--- src/logic/esc_consts.vh ---
`ifndef ESC_CONSTS_VH
`define ESC_CONSTS_VH

// ****************************************************************
// register map
// ****************************************************************
`define ESC_ADDR_W          8
`define ESC_DATA_W          8
`define ESC_EXCITATION_SETUP_ADDR  8'h09
`define ESC_EXCITATION_SETUP_RST   8'h03
`define ESC_UNMAPPED_DATA   8'h00

// ****************************************************************
// field positions in excitation_setup
// ****************************************************************
`define ESC_BIT_CLK_HALVE   7
`define ESC_BIT_ALWAYS_ON   6
`define ESC_BIT_B_TRUE      5
`define ESC_BIT_B_INV       4
`define ESC_BIT_A_TRUE      3
`define ESC_BIT_A_INV       2
`define ESC_LVL_HI          1
`define ESC_LVL_LO          0

// ****************************************************************
// level codes and pin levels, in eighths of the supply
// ****************************************************************
`define ESC_LVL_CODE_8TH    2'h0
`define ESC_LVL_CODE_4TH    2'h1
`define ESC_LVL_CODE_3_8TH  2'h2
`define ESC_LVL_CODE_HALF   2'h3
`define ESC_SWING_8TH       4'h1
`define ESC_SWING_4TH       4'h2
`define ESC_SWING_3_8TH     4'h3
`define ESC_SWING_HALF      4'h4
`define ESC_MID_LEVEL       4'h4

// ****************************************************************
// timing: mclk cycles per modulator tick, ticks per excitation half
// ****************************************************************
`define ESC_MOD_DIV_W       4
`define ESC_MOD_DIV_LAST    4'h3
`define ESC_EXC_DIV_W       4
`define ESC_EXC_HALF_LAST   4'h7
`define ESC_CNT_ONE4        4'h1

`endif

--- src/logic/esc_excitation_setup.v ---
// What this block does
// - Setup register sits at pointer 0x09 and resets to 0x03.
// - Bit 7 set halves both excitation and modulator clock rates.
// - Bit 7 set doubles conversion time on every channel.
// - Bit 6 selects when excitation is present on enabled pins.
// - Bit 5 drives true, bit 4 inverted excitation on pin B.
// - Bit 3 drives true, bit 2 inverted excitation on pin A.
`timescale 1ns/10ps
`include "esc_consts.vh"

module esc_excitation_setup (
  // clock and reset
  input  wire                       mclk,
  input  wire                       reset_n,
  // register port from the serial interface decoder
  input  wire [`ESC_ADDR_W-1:0]     reg_addr,
  input  wire                       reg_wr,
  input  wire [`ESC_DATA_W-1:0]     reg_wdata,
  input  wire                       reg_rd,
  output reg  [`ESC_DATA_W-1:0]     reg_rdata,
  output reg                        reg_rvalid,
  // conversion state from the sequencer
  input  wire                       cap_conv_active,
  input  wire                       vt_conv_active,
  // modulator timing
  output reg                        mod_clk_en,
  output reg                        conv_time_x2,
  // excitation pin A
  output reg                        exc_pin_a_out,
  output reg                        exc_pin_a_oe,
  // excitation pin B
  output reg                        exc_pin_b_out,
  output reg                        exc_pin_b_oe,
  // excitation level to the analog driver
  output reg  [3:0]                 exc_low_level,
  output reg  [3:0]                 exc_high_level,
  output reg                        exc_rail_to_rail,
  output reg                        exc_active
);

  // ****************************************************************
  // functions
  // ****************************************************************

  // swing in eighths of supply for a level code
  function [3:0] esc_swing;
    input [1:0] code;
    begin
      case (code)
        `ESC_LVL_CODE_8TH:   esc_swing = `ESC_SWING_8TH;
        `ESC_LVL_CODE_4TH:   esc_swing = `ESC_SWING_4TH;
        `ESC_LVL_CODE_3_8TH: esc_swing = `ESC_SWING_3_8TH;
        `ESC_LVL_CODE_HALF:  esc_swing = `ESC_SWING_HALF;
        default:             esc_swing = `ESC_SWING_8TH;
      endcase
    end
  endfunction

  // drive value of one pin from its true and inverted enables
  function esc_pin_value;
    input true_en;
    input inv_en;
    input phase;
    begin
      if (true_en) begin
        esc_pin_value = phase;
      end else if (inv_en) begin
        esc_pin_value = ~phase;
      end else begin
        esc_pin_value = 1'b0;
      end
    end
  endfunction

  // ****************************************************************
  // setup register
  // ****************************************************************

  reg  [`ESC_DATA_W-1:0]     excitation_setup;
  wire                       setup_hit;
  wire                       clock_halve_sel;
  wire                       excite_always_on;
  wire [1:0]                 exc_pin_b_enable;
  wire [1:0]                 exc_pin_a_enable;
  wire                       exc_level_sel_hi;
  wire                       exc_level_sel_lo;

  assign setup_hit = (reg_addr == `ESC_EXCITATION_SETUP_ADDR);

  // field views of the register
  assign clock_halve_sel  = excitation_setup[`ESC_BIT_CLK_HALVE];
  assign excite_always_on = excitation_setup[`ESC_BIT_ALWAYS_ON];
  assign exc_pin_b_enable = {excitation_setup[`ESC_BIT_B_TRUE],
                             excitation_setup[`ESC_BIT_B_INV]};
  assign exc_pin_a_enable = {excitation_setup[`ESC_BIT_A_TRUE],
                             excitation_setup[`ESC_BIT_A_INV]};
  assign exc_level_sel_hi = excitation_setup[`ESC_LVL_HI];
  assign exc_level_sel_lo = excitation_setup[`ESC_LVL_LO];

  // write port, reset to the power-on value
  always @(posedge mclk or negedge reset_n) begin
    if (!reset_n) begin
      excitation_setup <= `ESC_EXCITATION_SETUP_RST;
    end else if (reg_wr && setup_hit) begin
      excitation_setup <= reg_wdata;
    end
  end

  // read port: answer one cycle after the strobe, zero if unmapped
  always @(posedge mclk or negedge reset_n) begin
    if (!reset_n) begin
      reg_rdata  <= `ESC_UNMAPPED_DATA;
      reg_rvalid <= 1'b0;
    end else begin
      reg_rvalid <= reg_rd;
      if (reg_rd && setup_hit) begin
        reg_rdata <= excitation_setup;
      end else if (reg_rd) begin
        reg_rdata <= `ESC_UNMAPPED_DATA;
      end
    end
  end

  // ****************************************************************
  // clock halving prescaler
  // ****************************************************************

  reg                        half_phase;
  wire                       base_en;

  // with halving on, only every second mclk cycle advances the dividers
  always @(posedge mclk or negedge reset_n) begin
    if (!reset_n) begin
      half_phase <= 1'b0;
    end else if (clock_halve_sel) begin
      half_phase <= ~half_phase;
    end else begin
      half_phase <= 1'b0;
    end
  end

  assign base_en = ~clock_halve_sel | half_phase;

  // ****************************************************************
  // modulator clock divider
  // ****************************************************************

  reg  [`ESC_MOD_DIV_W-1:0]  mod_cnt;
  wire                       mod_tick;

  assign mod_tick = base_en && (mod_cnt == `ESC_MOD_DIV_LAST);

  // modulator tick rate, halved with the prescaler
  always @(posedge mclk or negedge reset_n) begin
    if (!reset_n) begin
      mod_cnt <= {`ESC_MOD_DIV_W{1'b0}};
    end else if (mod_tick) begin
      mod_cnt <= {`ESC_MOD_DIV_W{1'b0}};
    end else if (base_en) begin
      mod_cnt <= mod_cnt + `ESC_CNT_ONE4;
    end
  end

  // modulator enable and conversion time scale, both registered
  always @(posedge mclk or negedge reset_n) begin
    if (!reset_n) begin
      mod_clk_en   <= 1'b0;
      conv_time_x2 <= 1'b0;
    end else begin
      mod_clk_en   <= mod_tick;
      conv_time_x2 <= clock_halve_sel;
    end
  end

  // ****************************************************************
  // excitation waveform
  // ****************************************************************

  reg  [`ESC_EXC_DIV_W-1:0]  exc_cnt;
  reg                        exc_phase;
  wire                       exc_run;

  // excitation present for capacitive, or also voltage/temperature
  assign exc_run = cap_conv_active |
                   (excite_always_on & vt_conv_active);

  // square wave derived from modulator ticks, so halving tracks both
  always @(posedge mclk or negedge reset_n) begin
    if (!reset_n) begin
      exc_cnt   <= {`ESC_EXC_DIV_W{1'b0}};
      exc_phase <= 1'b0;
    end else if (!exc_run) begin
      exc_cnt   <= {`ESC_EXC_DIV_W{1'b0}};
      exc_phase <= 1'b0;
    end else if (mod_tick) begin
      if (exc_cnt == `ESC_EXC_HALF_LAST) begin
        exc_cnt   <= {`ESC_EXC_DIV_W{1'b0}};
        exc_phase <= ~exc_phase;
      end else begin
        exc_cnt <= exc_cnt + `ESC_CNT_ONE4;
      end
    end
  end

  // ****************************************************************
  // pin drivers
  // ****************************************************************

  reg                        next_a_out;
  reg                        next_a_oe;
  reg                        next_b_out;
  reg                        next_b_oe;

  // true enable wins if software sets both, pins float when idle
  always @* begin
    next_a_oe  = exc_run & (exc_pin_a_enable[1] | exc_pin_a_enable[0]);
    next_b_oe  = exc_run & (exc_pin_b_enable[1] | exc_pin_b_enable[0]);
    next_a_out = next_a_oe &
                 esc_pin_value(exc_pin_a_enable[1],
                               exc_pin_a_enable[0], exc_phase);
    next_b_out = next_b_oe &
                 esc_pin_value(exc_pin_b_enable[1],
                               exc_pin_b_enable[0], exc_phase);
  end

  // register the pin outputs
  always @(posedge mclk or negedge reset_n) begin
    if (!reset_n) begin
      exc_pin_a_out <= 1'b0;
      exc_pin_a_oe  <= 1'b0;
      exc_pin_b_out <= 1'b0;
      exc_pin_b_oe  <= 1'b0;
      exc_active    <= 1'b0;
    end else begin
      exc_pin_a_out <= next_a_out;
      exc_pin_a_oe  <= next_a_oe;
      exc_pin_b_out <= next_b_out;
      exc_pin_b_oe  <= next_b_oe;
      exc_active    <= exc_run;
    end
  end

  // ****************************************************************
  // excitation level
  // ****************************************************************

  wire [3:0]                 swing;

  assign swing = esc_swing({exc_level_sel_hi, exc_level_sel_lo});

  // pin low and high levels in eighths of supply around mid rail
  always @(posedge mclk or negedge reset_n) begin
    if (!reset_n) begin
      exc_low_level    <= `ESC_MID_LEVEL;
      exc_high_level   <= `ESC_MID_LEVEL;
      exc_rail_to_rail <= 1'b0;
    end else begin
      exc_low_level    <= `ESC_MID_LEVEL - swing;
      exc_high_level   <= `ESC_MID_LEVEL + swing;
      exc_rail_to_rail <= (swing == `ESC_SWING_HALF);
    end
  end

endmodule

--- config.mk ---
export PLATFORM = sky130hd
export DESIGN_NAME = esc_excitation_setup
export DESIGN_NICKNAME = d
export VERILOG_FILES = /design/src/logic/esc_excitation_setup.v
export VERILOG_INCLUDE_DIRS = /design/src /design/src/logic
export SDC_FILE = /design/constraint.sdc
export NUM_CORES = 1
export LEC_CHECK = 0
export ABC_AREA = 1
export ABC_CLOCK_PERIOD_IN_PS = 1400
export BUFFER_PORTS_ARGS = -buffer_cell sky130_fd_sc_hd__buf_2
export CAP_MARGIN = 25
export CORE_MARGIN = 1.5
export CORE_UTILIZATION = 40
export DETAILED_ROUTE_END_ITERATION = 10
export MAX_ROUTING_LAYER = met4
export PLACE_DENSITY_LB_ADDON = 0.15
export RECOVER_POWER = 25
export SLEW_MARGIN = 40
export SYNTH_ARGS = -nofsm -noshare
export SYNTH_HDL_FRONTEND = slang
export SYNTH_SLANG_ARGS = --single-unit
--- constraint.sdc ---
create_clock -name mclk -period 1.4 [get_ports mclk]
set_input_delay 0.14 -clock mclk [delete_from_list [all_inputs] [get_ports mclk]]
set_output_delay 0.14 -clock mclk [all_outputs]
set_load 0.005 [all_outputs]
# --- Yosys cells after proc, flatten, opt, wreduce, memory -nomap -nowiden ---
# Index checks and enable logic that the tools add are counted.
op_classes:
  addsub: 4
  eq_ne: 9
  n_mux: 16
  bitwise: 12
  reduce_logical: 7
ops:
  columns: ["op", "count"]
  rows:
  - ["two-way mux 4 bit", 5]
  - ["two-way mux 8 bit", 2]
  - ["case mux 4 bit (4 select lines)", 1]
  - ["adder 4 x 1 -> 4 bit, second input constant", 2]
  - ["equality test 4 x 3 -> 1 bit, second input constant", 2]
  - ["equality test 8 x 4 -> 1 bit, second input constant", 1]
  - ["two-way mux 1 bit", 8]
  - ["AND 1 bit", 5]
  - ["adder 3 x 4 -> 4 bit, first input constant", 1]
  - ["equality test 2 bit, second input constant", 2]
  - ["equality test 4 x 2 -> 1 bit, second input constant", 1]
  - ["bitwise OR 1 bit", 4]
  - ["nonzero test 2 bit", 2]
  - ["subtractor 3 x 4 -> 4 bit, first input constant", 1]
  - ["logical AND 1 bit", 3]
  - ["NOT 1 bit", 3]
  - ["equality test 2 x 1 -> 1 bit, second input constant", 1]
  - ["zero test 2 bit", 1]
  - ["!= test 2 x 1 -> 1 bit, second input constant", 1]
  - ["!= test 2 bit, second input constant", 1]
  - ["AND reduction 2 bit", 1]
totals:
  register_bits: 43
  wordCells: 65

# --- Longest topological paths before layout ---
# Gate-level depths: netlist of the first run.
logic_depth:
  word_depth: 5
  mapped_depth: 7

# --- Worst setup path before layout of the first run ---
# Ideal clock, no wire load.
synth_timing:
  path_type: "flip-flop to flip-flop"
  from: "register excitation_setup[0]"
  to: "register exc_low_level[1]"
  arrival_ns: 1.003
  t_required_ns: 1.278
  slack_ns: 0.275
  path_stages_with_launch: 4
  n_path_buf: 0
  period_less_slack_ns: 1.125
  cell_sequence: "dfstp_2 inv_1 ha_1 xnor2_1"
synth_via:
  elab_chain_cells: 3
  elab_cells_between_ends: 6
  classes_between: "1 x add/sub; 3 x eq/ne; 1 x mux; 1 x reduce/logical"
synth_lines:
  columns: ["element", "line_no", "text"]
  rows:
  - ["start: declaration", "esc_excitation_setup.v:79", "reg [`ESC_DATA_W-1:0] excitation_setup;"]
  - ["start signal: assignment", "esc_excitation_setup.v:103", "excitation_setup <= `ESC_EXCITATION_SETUP_RST;"]
  - ["start signal: assignment", "esc_excitation_setup.v:105", "excitation_setup <= reg_wdata;"]
  - ["equality test 2 bit (tied with other cells)", "esc_excitation_setup.v:49", "case (code)"]
  - ["case mux 4 bit (4 select lines) (*)", "esc_excitation_setup.v:49", null]
  - ["named net swing[1]", "esc_excitation_setup.v:247", "wire [3:0] swing;"]
  - ["subtractor 3 x 4 -> 4 bit (no source line) (*)", null, null]
  - ["end signal: assignment", "esc_excitation_setup.v:254", "exc_low_level <= `ESC_MID_LEVEL;"]
  - ["end signal: assignment", "esc_excitation_setup.v:258", "exc_low_level <= `ESC_MID_LEVEL - swing;"]
  - ["end: declaration", "esc_excitation_setup.v:35", "output reg [3:0] exc_low_level,"]
# The timed path passes the listed nets; every way through them passes the cells marked *. The select of a mux whose other input is x is not followed.
# A chain may end at the register's enable or synchronous reset.

# --- Worst setup path in the final report of the first run ---
layout_timing:
  from: "register excitation_setup[1]"
  to: "register exc_low_level[1]"
# Same word-level chain as after synthesis.

==> results.sh, run 1 <==
export IMPL_synth_area_um2=1710
export IMPL_status="finished, final reports clean"
export IMPL_report_final_slew_viol_count=0
export IMPL_p_total_w=0.00249
export IMPL_critPathMaxFanout=5
export IMPL_grt_overflow_total=0
export IMPL_syn_avg_cell_area_um2=9.63
export IMPL_fin_ws_ps=200
export IMPL_rsz0062_at_grt="no"
export IMPL_syn_to_final_growth_pct=19.7
export IMPL_worst_endpoint_required_ps=1570
export IMPL_path_cells="inv_1 > ha_1 > xnor2_1"
export IMPL_crit_arrival_ps=1370
export IMPL_grt_pass1_wl_um=5660
export IMPL_power_density_nw_per_um2=1220
export IMPL_hold_ws_ps=65.1
export IMPL_worst_pin_slew_ps=877
export IMPL_hold_end="excitation_setup[0]"
export IMPL_r2r_cells=3
export IMPL_setup_viol=0
export IMPL_synth_edf_count=0
export IMPL_crit_type="register to register"
export IMPL_fin_tns_setup_ps=0
export IMPL_clkLatencyLatePin_ps=280
export IMPL_crit_slowest_cell="dfstp_1"
export IMPL_worstHoldStart="reg_wdata[0]"
export IMPL_hpwl_um=2220
export IMPL_hp_class="input port to register"
export IMPL_cts_buffers=5
export IMPL_yosysUniqueCellTypes=18
export IMPL_hold_viol_final=0
export IMPL_drive_gt1_frac=0.249
export IMPL_insertedDiodeCount=0
export IMPL_synthMuxAreaShare=0
export IMPL_max_slew_margin=0.415
export IMPL_nets=255
export IMPL_die_area_um2=4660
export IMPL_start_util=0.420
export IMPL_core_area_um2=4060
export IMPL_die_y_um=68.3
export IMPL_wire_per_inst_um=11.2
export IMPL_htreeDepth=2
export IMPL_viasPerCell=4.51
export IMPL_drcViolationCount=0
export IMPL_syn_inst=177
export IMPL_synth_compound_area_frac=0.0205
export IMPL_yosys_register_bits=41
export IMPL_drtPass1Iterations=4
export IMPL_postLayoutCoreUtil=0.503
export IMPL_async_flop_share=1.00
export IMPL_synthAdderAreaFrac=0.0367
export IMPL_leakage_nw=1.19
export IMPL_ios=47
export IMPL_slowest_delay_ps=600
export IMPL_antenna_found_initial=0
export IMPL_clock_sinks=41
export IMPL_cp_end_kind="register"
export IMPL_r2r_end="exc_low_level[1]"
export IMPL_die_w_um=68.3
export IMPL_nFillCells=396
export IMPL_portBuffers=46
export IMPL_holdPathStages=3
export IMPL_cp_start_kind="register"
export IMPL_r2r_start="excitation_setup[1]"
export IMPL_grt_pass1_vias=1263
export IMPL_clk_path_buf_depth=2
export IMPL_cts_tree="built"
export IMPL_cts_root_buf="clkbuf_8"
export IMPL_num_rows=23
export IMPL_clock_fmax_mhz=833
export IMPL_drtIter0Drc=43
export IMPL_final_setup_skew_ps=1.06
export IMPL_max_cap_violations=0
export IMPL_synth_xor_area_share=0.0308
export IMPL_routabilityCongestion=0.842
export IMPL_grt_max_degree=42
export IMPL_vias=1258
export IMPL_ys_warn_count=0
export IMPL_clk_pin_slew_worst_paths_ps=70
export IMPL_synth_top_family_by_area="simple AND/OR/NAND/NOR gates"
export IMPL_reg2reg_slack_ps=200
export IMPL_layout_min_cycle_time_ps=1200
export IMPL_vdd_drop_max_mv=0.562
export IMPL_pre_cts_ws_ps=222
export IMPL_detail_route_antenna_nets=0
export IMPL_routed_wl_um=3130
export IMPL_synthSimpleGateAreaFrac=0.235
export IMPL_finalCritPeriodShare=0.857
export IMPL_post_cts_repair_setup_buffers=0
export IMPL_yosys_most_used_dff="dfrtp_1"
export IMPL_yosysSeqAreaShare=0.605
export IMPL_grt_util_all_layers=0.172
layout make-up:
| class | count | area (um2) | share of cell area |
|---|---|---|---|
| tap | 50 | 62.6 | 0.0306 |
| inverter | 21 | 78.8 | 0.0386 |
| clock buffer | 8 | 80.1 | 0.0392 |
| sequential | 41 | 1030 | 0.505 |
| timing repair buffer | 48 | 244 | 0.119 |
| multi-input combinational | 111 | 546 | 0.267 |
timing repair:
action	CTS	global route
endpoints found under the hold margin	37	0
hold buffers	1	0
resized for setup	0	0
synth_stat cells, types with 2 or more instances:
library cell	instances	area share
nand2_1	53	0.12
ha_1	5	0.037
xor2_1	5	0.026
dfstp_2	4	0.062
dfrtp_1	37	0.54
nand3_2	2	0.012
inv_1	21	0.046
o21ai_0	6	0.018
nand3_1	23	0.067
buf_4	4	0.018
nor2_1	10	0.022
stage by stage:
step	cell area [um2]	std cells
after floorplan	1710	178
after global placement	1970	270
after detailed placement	1970	270
after CTS	2060	279
after global routing	2040	279
final	2040	279
worst max-delay path, delay by kind of cell (launching register included):
family | cells | cell delay [ps]
flip-flops | 1 | 600
adder cells (fa/ha/maj) | 1 | 290
XOR/XNOR | 1 | 130
buffers and inverters | 1 | 70
cells by family (layout without fill, tap and decap cells):
| kind of cell | after synthesis | after routing |
|---|---|---|
| buffers and inverters | 26 | 77 |
| xor gates and xnor gates | 6 | 6 |
| DFF | 41 | 41 |
| adders and majority gates | 5 | 5 |
| and+or+nand+nor | 91 | 91 |
| AOI/OAI and AO/OA | 7 | 7 |
| other | 1 | 2 |
sequential cells by signal, summed over array words and instances, names as in the netlist, 3 cells and up:
signal and flops:
mod_cnt 4, exc_low_level 3, excitation_setup 8, reg_rdata 8
exc_cnt 4, exc_high_level 4
metal layers:
layer | share of wire | global-route usage
met3 | 0.049 | 0.0362
met4 | 0.019 | 0.0825
met2 | 0.44 | 0.252
met1 | 0.50 | 0.228
met5 | 0 | -
placed cells by master (no fill, tap or decap), drive strengths merged:
master,n
nand2,54
buf,46
dfrtp,37
nand3,25
inv,21
nor2,11
clkbuf,9
o21ai,6
xor2,5
ha,5
dfstp,4
conb,2
xnor2,1
nand4,1
a21oi,1
dlygate4sd3,1
worst max path at each step:
stage,slack (ps),startpoint,to
global route,30,reset_n,reg_rvalid
finish,200,excitation_setup[1],exc_low_level[1]
detailed placement,220,excitation_setup[7],exc_cnt[3]
CTS,200,excitation_setup[0],exc_low_level[1]
floorplan,280,excitation_setup[0],exc_low_level[1]
global placement,250,excitation_setup[0],exc_low_level[1]
report_power, final:
part           switching, W  internal [W]
registers         0.0000791       0.00131
logic              0.000221      0.000160
clock network      0.000365      0.000354
Power figures use the tool's default switching activity.
==> inputs of run 2 (changes only) <==
==> constraint.sdc (replaced) <==
create_clock -name mclk -period 1.4 [get_ports mclk]
set_input_delay 0.21 -clock mclk [delete_from_list [all_inputs] [get_ports mclk]]
set_output_delay 0.21 -clock mclk [all_outputs]
set_load 0.005 [all_outputs]
==> results.sh, run 2 (same netlist as run 1, synthesis figures left out) <==
export IMPL_syn_to_final_growth_pct=21.7
export IMPL_viasPerCell=4.46
export IMPL_worstHoldStart="reg_wdata[0]"
export IMPL_r2r_end="exc_low_level[1]"
export IMPL_grt_overflow_total=0
export IMPL_rsz0062_at_grt="no"
export IMPL_core_area_um2=4060
export IMPL_pwr_share_comb=0.148
export IMPL_antenna_found_initial=0
export IMPL_grt_pass1_wl_um=5020
export IMPL_worst_endpoint_required_ps=1580
export IMPL_routabilityCongestion=0.755
export IMPL_setup_viol=0
export IMPL_clock_sinks=41
export IMPL_clkLatencyLatePin_ps=280
export IMPL_drtPass1Iterations=4
export IMPL_reg_top3="excitation_setup x8, reg_rdata x8"
export IMPL_nets=256
export IMPL_report_final_slew_viol_count=0
export IMPL_holdPathStages=3
export IMPL_vdd_drop_max_mv=0.446
export IMPL_drtIter0Drc=66
export IMPL_layout_min_cycle_time_ps=1200
export IMPL_insertedDiodeCount=0
export IMPL_wire_per_inst_um=10.7
export IMPL_ios=47
export IMPL_hold_end="excitation_setup[0]"
export IMPL_slowest_delay_ps=610
export IMPL_crit_slowest_cell="dfstp_1"
export IMPL_final_setup_skew_ps=5.66
export IMPL_power_density_nw_per_um2=1250
export IMPL_routed_wl_um=3010
export IMPL_cp_num_cells=3
export IMPL_vias=1250
export IMPL_mostFrequentLayoutCells="nand2_1, buf_2, dfrtp_1"
export IMPL_cts_root_buf="clkbuf_8"
export IMPL_cts_tree="built"
export IMPL_clk_pin_slew_worst_paths_ps=80
export IMPL_grt_pass1_vias=1167
export IMPL_switching_share=0.259
export IMPL_clockPowerShare=0.315
export IMPL_seqPwrFrac=0.538
export IMPL_drive_gt1_frac=0.265
export IMPL_grt_max_degree=17
export IMPL_cp_end_kind="register"
export IMPL_start_util=0.420
export IMPL_p_total_w=0.00259
export IMPL_leakage_nw=1.21
export IMPL_cp_num_buf_inv=1
export IMPL_grt_util_all_layers=0.152
export IMPL_hpwl_um=2270
export IMPL_cp_start_kind="register"
export IMPL_internal_power_w=0.00192
export IMPL_detail_route_antenna_nets=0
export IMPL_cp_top_family="flip-flops"
export IMPL_die_y_um=68.3
export IMPL_critPathMaxFanout=5
export IMPL_finalCritPeriodShare=0.859
export IMPL_reg2reg_slack_ps=200
export IMPL_nFillCells=375
export IMPL_hp_class="input port to register"
export IMPL_r2r_cells=3
export IMPL_r2r_start="excitation_setup[1]"
export IMPL_power_switching_w=0.000671
export IMPL_hold_ws_ps=138
export IMPL_clock_fmax_mhz=831
export IMPL_crit_arrival_ps=1380
export IMPL_hold_viol_final=0
export IMPL_clk_path_buf_depth=2
export IMPL_post_cts_repair_setup_buffers=0
export IMPL_cts_buffers=5
export IMPL_die_area_um2=4660
export IMPL_portBuffers=46
export IMPL_htreeDepth=2
export IMPL_max_cap_violations=0
export IMPL_status="finished, final reports clean"
export IMPL_fin_tns_setup_ps=0
export IMPL_layout_commonest_cell="nand2_1"
export IMPL_path_cells="inv_1 > ha_1 > xnor2_1"
export IMPL_die_w_um=68.3
export IMPL_num_rows=23
export IMPL_crit_type="register to register"
export IMPL_drcViolationCount=0
## run 2: worst register-to-register path, stage by stage (launching register included)
cell,delay (ps)
dfstp_1,610
inv_1,60
ha_1,300
xnor2_1,130
## run 2: through the flow
stage	std cells	area [um2]	utilization	setup WS (ps)
3_5_place_dp	271	1980	0.487	213
6_report	280	2080	0.512	197
5_1_grt	280	2080	0.512	91.9
4_1_cts	280	2090	0.514	191
3_3_place_gp	271	1980	0.487	227
2_1_floorplan	178	1710	-	275
## run 2: per-layer routing
metal	wire, um	global-route usage	up-vias
li1	-	-	648
met1	1480	0.191	561
met2	1350	0.235	39
met3	160	0.0493	2
met4	14	0.0450	0
met5	0	-	-
## run 2: final cells by class
type	count	area, um2	share of cell area
inverter	21	78.8	0.0380
clock inverter	1	5.00	0.00241
timing repair buffer	49	251	0.121
multi-input combinational	111	551	0.265
tap	50	62.6	0.0301
clock buffer	7	96.3	0.0464
sequential	41	1030	0.497
## run 2: timing repair
item | CTS | global route
hold buffers | 1 | 0
endpoints found under the hold margin | 10 | 0
resized for setup | 0 | 0
## run 2: worst max path at each step
stage / to / slack [ps] / startpoint
after floorplan: exc_low_level[1] / 280 / excitation_setup[0]
after global placement: exc_low_level[1] / 230 / excitation_setup[0]
after detailed placement: exc_low_level[1] / 210 / excitation_setup[0]
after CTS: exc_low_level[1] / 190 / excitation_setup[0]
after global routing: exc_cnt[1] / 90 / excitation_setup[7]
final: exc_low_level[1] / 200 / excitation_setup[1]
## run 2: power by group through the flow
stage / Combinational (W) / Clock, W / Sequential (W)
global route: 0.000455 / 0.000905 / 0.00141
CTS: 0.000397 / 0.000846 / 0.00139
detailed placement: 0.000392 / 0 / 0.00141
finish: 0.000382 / 0.000814 / 0.00139
global placement: 0.000386 / 0 / 0.00141
floorplan: 0.000255 / 0 / 0.00140
